===== config.mk =====
export PLATFORM = sky130hd
export DESIGN_NAME = hsmp_device_flat
export DESIGN_NICKNAME = d
export VERILOG_FILES = /design/src/hsmp_pkg.sv /design/src/hsmp_if.sv /design/src/hsmp_device.sv /design/src/flat_wrapper.sv
export SDC_FILE = /design/constraint.sdc
export NUM_CORES = 2
export LEC_CHECK = 0
export BUFFER_PORTS_ARGS = -buffer_cell sky130_fd_sc_hd__clkbuf_2
export CORE_UTILIZATION = 60
export DETAILED_ROUTE_END_ITERATION = 6
export PLACE_DENSITY = 0.72
export SYNTH_ARGS = -nofsm -noshare
export SYNTH_HDL_FRONTEND = slang
export SYNTH_SLANG_ARGS = --single-unit
export TNS_END_PERCENT = 30

===== constraint.sdc =====
create_clock -name clk_i -period 15.07 [get_ports clk_i]
set_input_delay 3.014 -clock clk_i [delete_from_list [all_inputs] [get_ports clk_i]]
set_output_delay 3.014 -clock clk_i [all_outputs]
set_load 0.01 [all_outputs]

===== src/hsmp_pkg.sv =====
/*
  hsmp_pkg: constants shared by both ends of the host serial message port.
  Assumes a 100 MHz system clock on both ends.
*/
package hsmp_pkg;
  // ---------------------------------------------------------------
  // timing
  // ---------------------------------------------------------------
  localparam int CLK_PERIOD_PS      = 10000;
  localparam int SCLK_MIN_PERIOD_PS = 125000;
  localparam int SCLK_HALF_CYC      =
    (SCLK_MIN_PERIOD_PS / 2 + CLK_PERIOD_PS - 1) / CLK_PERIOD_PS;
  localparam int SEL_GAP_NS         = 400;
  localparam int SEL_GAP_CYC        =
    (SEL_GAP_NS * 1000 + CLK_PERIOD_PS - 1) / CLK_PERIOD_PS;
  // ---------------------------------------------------------------
  // framing
  // ---------------------------------------------------------------
  localparam int MEM_WORDS = 64;
  localparam int BUF_WORDS = 32;
  localparam int CNT_W     = 12;
  localparam logic [11:0] HDR_BITS  = 12'h018;
  localparam logic [11:0] STAT_BITS = 12'h010;
  localparam logic [11:0] PEER_BITS = 12'h008;
  localparam logic [11:0] WORD_BITS = 12'h020;
  localparam int STAT_TXQ   = 1;
  localparam int STAT_RX_BUFFER_READY_FLAG = 0;
  // ---------------------------------------------------------------
  // registers (byte addresses)
  // ---------------------------------------------------------------
  localparam logic [9:0] REG_CTRL   = 10'h000;
  localparam logic [9:0] REG_TXCMD  = 10'h004;
  localparam logic [9:0] REG_RXCMD  = 10'h008;
  localparam logic [9:0] REG_STATUS = 10'h00C;
  localparam logic [1:0] MEM_PAGE   = 2'h1;
  localparam logic [2:0] CTRL_RESET = 3'h0;
  localparam int CTRL_EDGE    = 0;
  localparam int CTRL_DONE_IE = 1;
  localparam int CTRL_RX_IE   = 2;
  localparam int CMD_BUF      = 8;
  localparam int RXCMD_EN     = 0;
  localparam int ST_TXQ       = 0;
  localparam int ST_RX_BUFFER_READY_FLAG     = 1;
  localparam int ST_DONE      = 2;
  localparam int ST_RXARR     = 3;
  localparam int ST_RXLEN     = 8;
  // ---------------------------------------------------------------
  // master states
  // ---------------------------------------------------------------
  typedef enum logic [3:0] {
    M_IDLE  = 4'b0001,
    M_SETUP = 4'b0010,
    M_XFER  = 4'b0100,
    M_GAP   = 4'b1000
  } hsmp_mstate_type;
endpackage


===== src/hsmp_if.sv =====
/*
  hsmp_if: serial link between the message port and its host master.
  Assumes the bench resolves host_serial_out from its enable.
*/
`timescale 1ns/1ps
interface hsmp_if;
  logic host_serial_clock;
  logic host_slave_select_n;
  logic host_serial_in;
  logic host_serial_out;
  logic host_serial_out_oe;
  logic host_attention;
  modport device (
    input  host_serial_clock,
    input  host_slave_select_n,
    input  host_serial_in,
    output host_serial_out,
    output host_serial_out_oe,
    output host_attention
  );
  modport host (
    output host_serial_clock,
    output host_slave_select_n,
    output host_serial_in,
    input  host_serial_out,
    input  host_serial_out_oe,
    input  host_attention
  );
endinterface


===== src/hsmp_device.sv =====
/*
  hsmp_device: serial slave message port with 64-word buffer memory.
  Assumes link pins are asynchronous; software on classic Wishbone.
*/
// Local design decisions: the Wishbone slave port and the address map.
`timescale 1ns/1ps
// Summary of operation
// - slave, selectable edge, msb first
// - output released while select inactive
// - serial clock at most 8 MHz
// - select low starts frame, high ends
// - master sends status then zero pad
// - device sends pad then status
// - status: bit1 queued, bit0 ready
// - one length byte in words
// - master may stop after status
// - buffers move from lowest address
// - master clocks longer payload fully
// - select high at least 400 ns
// - first word zeros then N-1
// - 64-word memory moved without software
// - queued send raises attention line
// - attention drops in frame, returns if unsent
// - maskable frame-done interrupt and flag
// - ready only after enable; arrival flag
// - attention after refused send once ready
// - distinct buffers for both directions
// - master writes only on ready
// - master reads only on queued
module hsmp_device
  import hsmp_pkg::*;
#(
  parameter int MEM_DEPTH = MEM_WORDS
) (
  // clock and reset
  input  wire logic        clk_i,
  input  wire logic        rst_i,
  // serial link
  hsmp_if.device           link,
  // wishbone slave
  input  wire logic        wb_cyc_i,
  input  wire logic        wb_stb_i,
  input  wire logic        wb_we_i,
  input  wire logic [9:0]  wb_adr_i,
  input  wire logic [3:0]  wb_sel_i,
  input  wire logic [31:0] wb_dat_i,
  output logic      [31:0] wb_dat_o,
  output logic             wb_ack_o,
  // interrupt
  output logic             irq_o
);
  localparam int AW = $clog2(MEM_DEPTH);

  logic [31:0]      mem [MEM_DEPTH];
  logic [2:0]       sclk_q;
  logic [1:0]       sel_q;
  logic [1:0]       din_q;
  logic             sel_d;
  logic             in_frame;
  logic             frame_start;
  logic             frame_end;
  logic             sample_ev;
  logic             change_ev;
  logic [2:0]       ctrl;
  logic [CNT_W-1:0] bit_cnt;
  logic [CNT_W-1:0] next_cnt;
  logic [CNT_W-1:0] pay;
  logic [CNT_W-1:0] next_pay;
  logic [31:0]      rx_sh;
  logic [31:0]      rx_word;
  logic [31:0]      tx_sh;
  logic [7:0]       peer_status;
  logic [7:0]       rx_len;
  logic [7:0]       len_out;
  logic             tx_sending;
  logic             rx_take;
  logic             tx_queued;
  logic             tx_buf;
  logic [7:0]       tx_len;
  logic             rx_ready;
  logic             rx_buf;
  logic             refused;
  logic             done_flag;
  logic             rx_arrived;
  logic [7:0]       rx_count;
  logic             serial_we;
  logic [AW-1:0]    rx_addr;
  logic [AW-1:0]    tx_addr;
  logic             wb_go;
  logic             mem_hit;
  logic             wr_tx;
  logic             wr_rx;
  logic             wr_st;
  logic             oe;
  logic             att;

  // ---------------------------------------------------------------
  // link synchronisers and frame events
  // ---------------------------------------------------------------
  always_ff @(posedge clk_i) begin
    if (rst_i) begin
      sclk_q <= 3'h0;
      sel_q  <= 2'h3;
      din_q  <= 2'h0;
      sel_d  <= 1'b1;
    end else begin
      sclk_q <= {sclk_q[1:0], link.host_serial_clock};
      sel_q  <= {sel_q[0], link.host_slave_select_n};
      din_q  <= {din_q[0], link.host_serial_in};
      sel_d  <= sel_q[1];
    end
  end

  assign in_frame    = ~sel_q[1];
  assign frame_start = sel_d & ~sel_q[1];
  assign frame_end   = ~sel_d & sel_q[1];
  assign sample_ev   = in_frame & (ctrl[CTRL_EDGE] ?
                       (~sclk_q[1] & sclk_q[2]) : (sclk_q[1] & ~sclk_q[2]));
  assign change_ev   = in_frame & (ctrl[CTRL_EDGE] ?
                       (sclk_q[1] & ~sclk_q[2]) : (~sclk_q[1] & sclk_q[2]));

  // ---------------------------------------------------------------
  // receive shifter and memory writes
  // ---------------------------------------------------------------
  assign next_cnt  = bit_cnt + 12'h001;
  assign pay       = bit_cnt - HDR_BITS;
  assign next_pay  = next_cnt - HDR_BITS;
  assign rx_word   = {rx_sh[30:0], din_q[1]};
  assign rx_addr   = AW'({rx_buf, 5'h00}) + AW'(next_pay[11:5] - 7'h01);
  assign tx_addr   = AW'({tx_buf, 5'h00}) + AW'(pay[11:5]);
  assign serial_we = sample_ev & rx_take & (next_cnt >= HDR_BITS + WORD_BITS)
                     & (next_pay[4:0] == 5'h00)
                     & ({1'b0, next_pay[11:5]} <= {1'b0, rx_len});

  always_ff @(posedge clk_i) begin
    if (rst_i || frame_start) begin
      bit_cnt <= '0;
    end else if (sample_ev) begin
      bit_cnt <= next_cnt;
    end
  end

  always_ff @(posedge clk_i) begin
    if (rst_i) begin
      rx_sh       <= 32'h0;
      peer_status <= 8'h00;
      rx_len      <= 8'h00;
    end else if (frame_start) begin
      peer_status <= 8'h00;
      rx_len      <= 8'h00;
    end else if (sample_ev) begin
      rx_sh <= rx_word;
      if (next_cnt == PEER_BITS) begin
        peer_status <= rx_word[7:0];
      end
      if (next_cnt == HDR_BITS) begin
        rx_len <= rx_word[7:0];
      end
    end
  end

  // ---------------------------------------------------------------
  // buffer memory
  // ---------------------------------------------------------------
  assign wb_go   = wb_cyc_i & wb_stb_i & ~wb_ack_o & ~serial_we;
  assign mem_hit = (wb_adr_i[9:8] == MEM_PAGE);

  always_ff @(posedge clk_i) begin
    if (serial_we) begin
      mem[rx_addr] <= rx_word;
    end else if (wb_go && wb_we_i && mem_hit) begin
      for (int b = 0; b < 4; b++) begin
        if (wb_sel_i[b]) begin
          mem[wb_adr_i[AW+1:2]][b*8 +: 8] <= wb_dat_i[b*8 +: 8];
        end
      end
    end
  end

  // ---------------------------------------------------------------
  // transmit shifter
  // ---------------------------------------------------------------
  assign len_out = (tx_queued && peer_status[STAT_RX_BUFFER_READY_FLAG]) ? tx_len : 8'h00;

  always_ff @(posedge clk_i) begin
    if (rst_i) begin
      tx_sh      <= 32'h0;
      tx_sending <= 1'b0;
      rx_take    <= 1'b0;
    end else if (frame_start) begin
      tx_sh      <= {8'h00, 6'h00, tx_queued, rx_ready, 16'h0000};
      tx_sending <= 1'b0;
      rx_take    <= rx_ready;
    end else if (change_ev && bit_cnt != '0) begin
      if (bit_cnt == STAT_BITS) begin
        tx_sh[31:24] <= len_out;
        tx_sending   <= (len_out != 8'h00);
      end else if (bit_cnt >= HDR_BITS && pay[4:0] == 5'h00) begin
        tx_sh <= (tx_sending && {1'b0, pay[11:5]} < {1'b0, tx_len}) ?
                 mem[tx_addr] : 32'h0;
      end else begin
        tx_sh <= {tx_sh[30:0], 1'b0};
      end
    end
  end

  // ---------------------------------------------------------------
  // message state and flags
  // ---------------------------------------------------------------
  assign wr_tx = wb_go & wb_we_i & (wb_adr_i == REG_TXCMD);
  assign wr_rx = wb_go & wb_we_i & (wb_adr_i == REG_RXCMD);
  assign wr_st = wb_go & wb_we_i & (wb_adr_i == REG_STATUS);

  always_ff @(posedge clk_i) begin
    if (rst_i) begin
      tx_queued <= 1'b0;
      tx_buf    <= 1'b0;
      tx_len    <= 8'h00;
    end else if (frame_end && tx_sending &&
                 bit_cnt >= HDR_BITS + {tx_len[6:0], 5'h00}) begin
      tx_queued <= 1'b0;
    end else if (wr_tx && !tx_queued && !in_frame) begin
      tx_queued <= 1'b1;
      tx_buf    <= wb_dat_i[CMD_BUF];
      tx_len    <= wb_dat_i[7:0];
    end
  end

  always_ff @(posedge clk_i) begin
    if (rst_i) begin
      rx_ready   <= 1'b0;
      rx_buf     <= 1'b0;
      rx_arrived <= 1'b0;
      rx_count   <= 8'h00;
      refused    <= 1'b0;
    end else begin
      if (frame_end && rx_take && rx_len != 8'h00 &&
          bit_cnt >= HDR_BITS + {rx_len[6:0], 5'h00}) begin
        rx_ready   <= 1'b0;
        rx_arrived <= 1'b1;
        rx_count   <= rx_len;
      end else begin
        if (wr_rx && !in_frame) begin
          rx_ready <= wb_dat_i[RXCMD_EN];
          rx_buf   <= wb_dat_i[CMD_BUF];
        end
        if (wr_st && wb_dat_i[ST_RXARR]) begin
          rx_arrived <= 1'b0;
        end
      end
      if (frame_end && !rx_take && peer_status[STAT_TXQ]) begin
        refused <= 1'b1;
      end else if (frame_start && rx_ready) begin
        refused <= 1'b0;
      end
    end
  end

  always_ff @(posedge clk_i) begin
    if (rst_i) begin
      done_flag <= 1'b0;
    end else if (frame_end && bit_cnt != '0) begin
      done_flag <= 1'b1;
    end else if (wr_st && wb_dat_i[ST_DONE]) begin
      done_flag <= 1'b0;
    end
  end

  // ---------------------------------------------------------------
  // pins and interrupt
  // ---------------------------------------------------------------
  always_ff @(posedge clk_i) begin
    if (rst_i) begin
      oe    <= 1'b0;
      att   <= 1'b0;
      irq_o <= 1'b0;
    end else begin
      oe    <= in_frame;
      att   <= ~in_frame & (tx_queued | (rx_ready & refused));
      irq_o <= (done_flag & ctrl[CTRL_DONE_IE])
             | (rx_arrived & ctrl[CTRL_RX_IE]);
    end
  end

  assign link.host_serial_out    = tx_sh[31];
  assign link.host_serial_out_oe = oe;
  assign link.host_attention     = att;

  // ---------------------------------------------------------------
  // wishbone registers
  // ---------------------------------------------------------------
  always_ff @(posedge clk_i) begin
    if (rst_i) begin
      ctrl <= CTRL_RESET;
    end else if (wb_go && wb_we_i && wb_adr_i == REG_CTRL) begin
      ctrl <= wb_dat_i[2:0];
    end
  end

  always_ff @(posedge clk_i) begin
    if (rst_i) begin
      wb_ack_o <= 1'b0;
      wb_dat_o <= 32'h0;
    end else begin
      wb_ack_o <= wb_go;
      if (wb_go && !wb_we_i) begin
        if (mem_hit) begin
          wb_dat_o <= mem[wb_adr_i[AW+1:2]];
        end else begin
          case (wb_adr_i)
            REG_CTRL:   wb_dat_o <= {29'h0, ctrl};
            REG_TXCMD:  wb_dat_o <= {23'h0, tx_buf, tx_len};
            REG_RXCMD:  wb_dat_o <= {23'h0, rx_buf, 7'h00, rx_ready};
            REG_STATUS: wb_dat_o <= {16'h0, rx_count, 4'h0, rx_arrived,
                                     done_flag, rx_ready, tx_queued};
            default:    wb_dat_o <= 32'h0;
          endcase
        end
      end
    end
  end

endmodule // hsmp_device


===== src/flat_wrapper.sv =====
// flat-port wrapper written by rule: the top's interface ports become plain ports
module hsmp_device_flat import hsmp_pkg::*;
#(
  parameter int MEM_DEPTH = MEM_WORDS
)
  (clk_i, rst_i, wb_cyc_i, wb_stb_i, wb_we_i, wb_adr_i, wb_sel_i, wb_dat_i, wb_dat_o, wb_ack_o, irq_o, link_host_serial_clock, link_host_slave_select_n, link_host_serial_in, link_host_serial_out, link_host_serial_out_oe, link_host_attention);
  hsmp_if link_i ();
  input  wire logic clk_i;
  input  wire logic rst_i;
  input  wire logic wb_cyc_i;
  input  wire logic wb_stb_i;
  input  wire logic wb_we_i;
  input  wire logic [9:0] wb_adr_i;
  input  wire logic [3:0] wb_sel_i;
  input  wire logic [31:0] wb_dat_i;
  output logic      [31:0] wb_dat_o;
  output logic wb_ack_o;
  output logic irq_o;
  input wire logic [$bits(link_i.host_serial_clock)-1:0] link_host_serial_clock;
  input wire logic [$bits(link_i.host_slave_select_n)-1:0] link_host_slave_select_n;
  input wire logic [$bits(link_i.host_serial_in)-1:0] link_host_serial_in;
  output wire logic [$bits(link_i.host_serial_out)-1:0] link_host_serial_out;
  output wire logic [$bits(link_i.host_serial_out_oe)-1:0] link_host_serial_out_oe;
  output wire logic [$bits(link_i.host_attention)-1:0] link_host_attention;
  assign link_i.host_serial_clock = link_host_serial_clock;
  assign link_i.host_slave_select_n = link_host_slave_select_n;
  assign link_i.host_serial_in = link_host_serial_in;
  assign link_host_serial_out = link_i.host_serial_out;
  assign link_host_serial_out_oe = link_i.host_serial_out_oe;
  assign link_host_attention = link_i.host_attention;
  hsmp_device #(.MEM_DEPTH(MEM_DEPTH)) u_core (.clk_i(clk_i), .rst_i(rst_i), .link(link_i), .wb_cyc_i(wb_cyc_i), .wb_stb_i(wb_stb_i), .wb_we_i(wb_we_i), .wb_adr_i(wb_adr_i), .wb_sel_i(wb_sel_i), .wb_dat_i(wb_dat_i), .wb_dat_o(wb_dat_o), .wb_ack_o(wb_ack_o), .irq_o(irq_o));
endmodule

==> flow_summary.json <==
{
  "clk_latency_ns": 0.88,
  "fin_util": 0.662,
  "final_cell_mix": "edfxtp_1, mux4_2, nand2_1, nor2_1, clkbuf_16",
  "vdd_ir_drop_max_v": 0.000102,
  "die_h_um": 418,
  "clock-sinks": 2205,
  "synth-main-ff-cell": "edfxtp_1",
  "register_area_um2": 64600,
  "routed_wl_um": 315000,
  "layout_commonest_cell": "edfxtp_1",
  "multi_input_area_um2": 36900,
  "grt_pass1_wl_um": 446000,
  "relSlewSlack": -0.0149,
  "status": "finished, violations left",
  "slew_viol_final": 20,
  "finalCriticalPeriod_ns": 7.61,
  "rsz0062_at_grt": "no",
  "clk_pin_slew_ns": 0.07,
  "cp.arrival_ns": 8.08,
  "worstMarginPinSlew_ns": 1.52,
  "drive_gt1_frac": 0.313,
  "htreeDepth": 4,
  "grt_overflow": 0,
  "num-nets-final": 5781,
  "worstHoldStart": "u_core.sel_q[0]",
  "dp_hpwl_um": 198000,
  "antenna_found_initial": 19,
  "timing.rr.start": "u_core.bit_cnt[3]",
  "cts_tree": "done",
  "hold_path_class": "reg2reg",
  "synthCells": 5696,
  "power_per_cell_area_nw_per_um2": 113,
  "wl_met3_um": 45800,
  "ioPinCount": 91,
  "yosysWarnings": 0,
  "gp_congestion": 0.954,
  "wirelength_met1_um": 112000,
  "fp.coreArea_um2": 172000,
  "finalClockSkew_ns": 0.0404,
  "wl_per_cell_um": 38.4,
  "fillCellCount": 11400,
  "areaGrowthSynthToFinish_pct": 9.54,
  "synthArstFlopShare": 0,
  "reg2reg_slack_ns": 7.46,
  "hold_buffers": 0,
  "synth-edff-count": 2048,
  "vias": 62000,
  "grt_pass1_vias": 59900,
  "synth-seq-area-share": 0.624,
  "start_kind": "flip-flop",
  "detail_route.iter0.violations": 10800,
  "die-area_um2": 174000,
  "root_buffer": "clkbuf_16",
  "drt-vias-per-instance": 7.56,
  "crit_fanout": 20,
  "grt_max_degree": 102,
  "yosys_register_bits": 2205,
  "drtAntennaViolNets": 0,
  "die_x_um": 418,
  "post_cts_buffers": 0,
  "num_rows": 152,
  "finalCritPeriodShare": 0.505,
  "track_usage": 0.365,
  "dr.pass1.iters": 6,
  "finalSetupViolCount": 0,
  "holdPathStages": 1,
  "cp.required_ns": 15.54,
  "failed_checks": "max-capacitance violations, max-slew violations",
  "ctsLongestPathBuffers": 3,
  "finalSetupTns_ns": 0,
  "post_cts_resized": 0,
  "p_leak_nw": 36.8,
  "syn_area_um2": 104000,
  "syn_area_per_cell_um2": 18.2,
  "drc": 0,
  "worstSetupEndpointType": "flip-flop",
  "hold_end": "u_core.sel_q[1]",
  "cap_violations": 1,
  "start_util": 0.604,
  "yosysUniqueCellTypes": 87,
  "reg2regPathDepth": 17,
  "syn-num-nets": 5787,
  "io_buffers": 90,
  "reg2reg_to": "u_core.mem[25][3]",
  "wl_met2_um": 142000,
  "hold_violations": 0,
  "worstSetupPathType": "reg2reg",
  "fmax_ghz": 0.131,
  "dr.max_layer_used": "met5",
  "cts_inserted_buffers": 220
}
cell families after synthesis:
group,after synthesis,share of synthesized area
mux,1294,0.268
xor+xnor,41,0.00433
compound gates,380,0.0250
fa+ha+maj,37,0.00454
buf+inv,479,0.0224
flops,2205,0.624
simple gates,1260,0.0523
power by group:
part           internal [mW]  leakage (nW)  switching [mW]  total [mW]
Sequential              6.62          20.1         0.00855        6.63
Combinational          0.215          13.1           0.285       0.501
Clock                   3.22          3.61            2.43        5.65
registers in the layout (all words and copies together), names as in the netlist, 3 cells and up:
register / flops
u_core.tx_sh: 32
u_core.wb_dat_o: 32
u_core.bit_cnt: 12
u_core.rx_sh: 31
u_core.tx_len: 8
u_core.rx_len: 8
u_core.mem: 2048
u_core.ctrl: 3
u_core.rx_count: 8
u_core.sclk_q: 3
synthesized netlist by cell type (all sizes together) (16+ instances only):
cell    count  area share
buf       241       0.014
mux2       35      0.0038
a32oi      34      0.0029
a22oi      29      0.0021
and3       29      0.0018
nor3       17      0.0011
xnor2      24      0.0026
a311oi     26      0.0022
a21oi      89      0.0046
mux4     1177        0.26
nand3     130      0.0064
nor2b      20      0.0012
nor2      367       0.013
ha         36      0.0043
clkbuf    199      0.0072
inv        39      0.0014
a31oi      58      0.0035
nand2     601       0.022
dfxtp     157       0.030
nand4      37      0.0024
edfxtp   2048        0.59
mux2i      82      0.0083
o21ai      62      0.0030
xor2       16      0.0015
worst max path at each step:
stage,depth (start not counted),slack (ns),from,end
after floorplan,8,9.34,wb_adr_i[2],u_core.wb_dat_o[31]
after global placement,9,7.05,wb_adr_i[3],u_core.wb_dat_o[26]
after detailed placement,9,7.01,wb_adr_i[3],u_core.wb_dat_o[26]
after CTS,19,7.63,u_core.bit_cnt[3],u_core.mem[11][0]
after global routing,19,7.17,u_core.bit_cnt[3],u_core.mem[10][0]
final,17,7.46,u_core.bit_cnt[3],u_core.mem[25][3]
layout make-up:
class                           count  share of cell area
Multi-Input combinational cell   3012               0.325
Tap cell                         2310              0.0255
Antenna cell                       12            0.000264
Inverter                           39             0.00143
Clock inverter                    133              0.0122
Timing Repair Buffer              212              0.0136
Clock buffer                      282              0.0529
Sequential cell                  2205               0.569
metrics by stage:
| step | hold WS (ns) | std cells | setup WS, ns | power, mW | instance area, um^2 |
|---|---|---|---|---|---|
| 6_report | 0.431 | 8205 | 7.46 | 12.8 | 114000 |
| 5_1_grt | 0.459 | 8197 | 7.17 | 13.0 | 114000 |
| 4_1_cts | 0.429 | 8193 | 7.63 | 12.8 | 114000 |
| 3_5_place_dp | 0.406 | 7778 | 7.01 | 7.25 | 106000 |
| 3_3_place_gp | 0.403 | 7778 | 7.05 | 7.25 | 106000 |
| 2_1_floorplan | 0.389 | 5696 | 9.34 | 7.08 | 104000 |
routing by layer:
metal | vias up | track usage
met3 | 793 | 0.108
met4 | 12 | 0.157
li1 | 23700 | -
met1 | 32200 | 0.519
met2 | 5259 | 0.532
met5 | - | 0
worst max-delay path, stage by stage, from the launching register on:
cell and delay [ns]:
dfxtp_1 0.63, ha_1 0.62, nand4_4 0.25, xnor2_2 0.22, nor4b_2 0.46, a22oi_2 0.14
xor2_2 0.27, inv_1 0.08, ha_1 0.32, a21oi_1 0.16, a21boi_0 0.11, o31ai_1 0.23
a211oi_1 0.12, nor3_1 0.20, o22a_2 0.55, mux2i_1 0.97, nand2_1 0.76, nor2_1 1.10
Note: power is estimated with default switching activity, not from simulation.
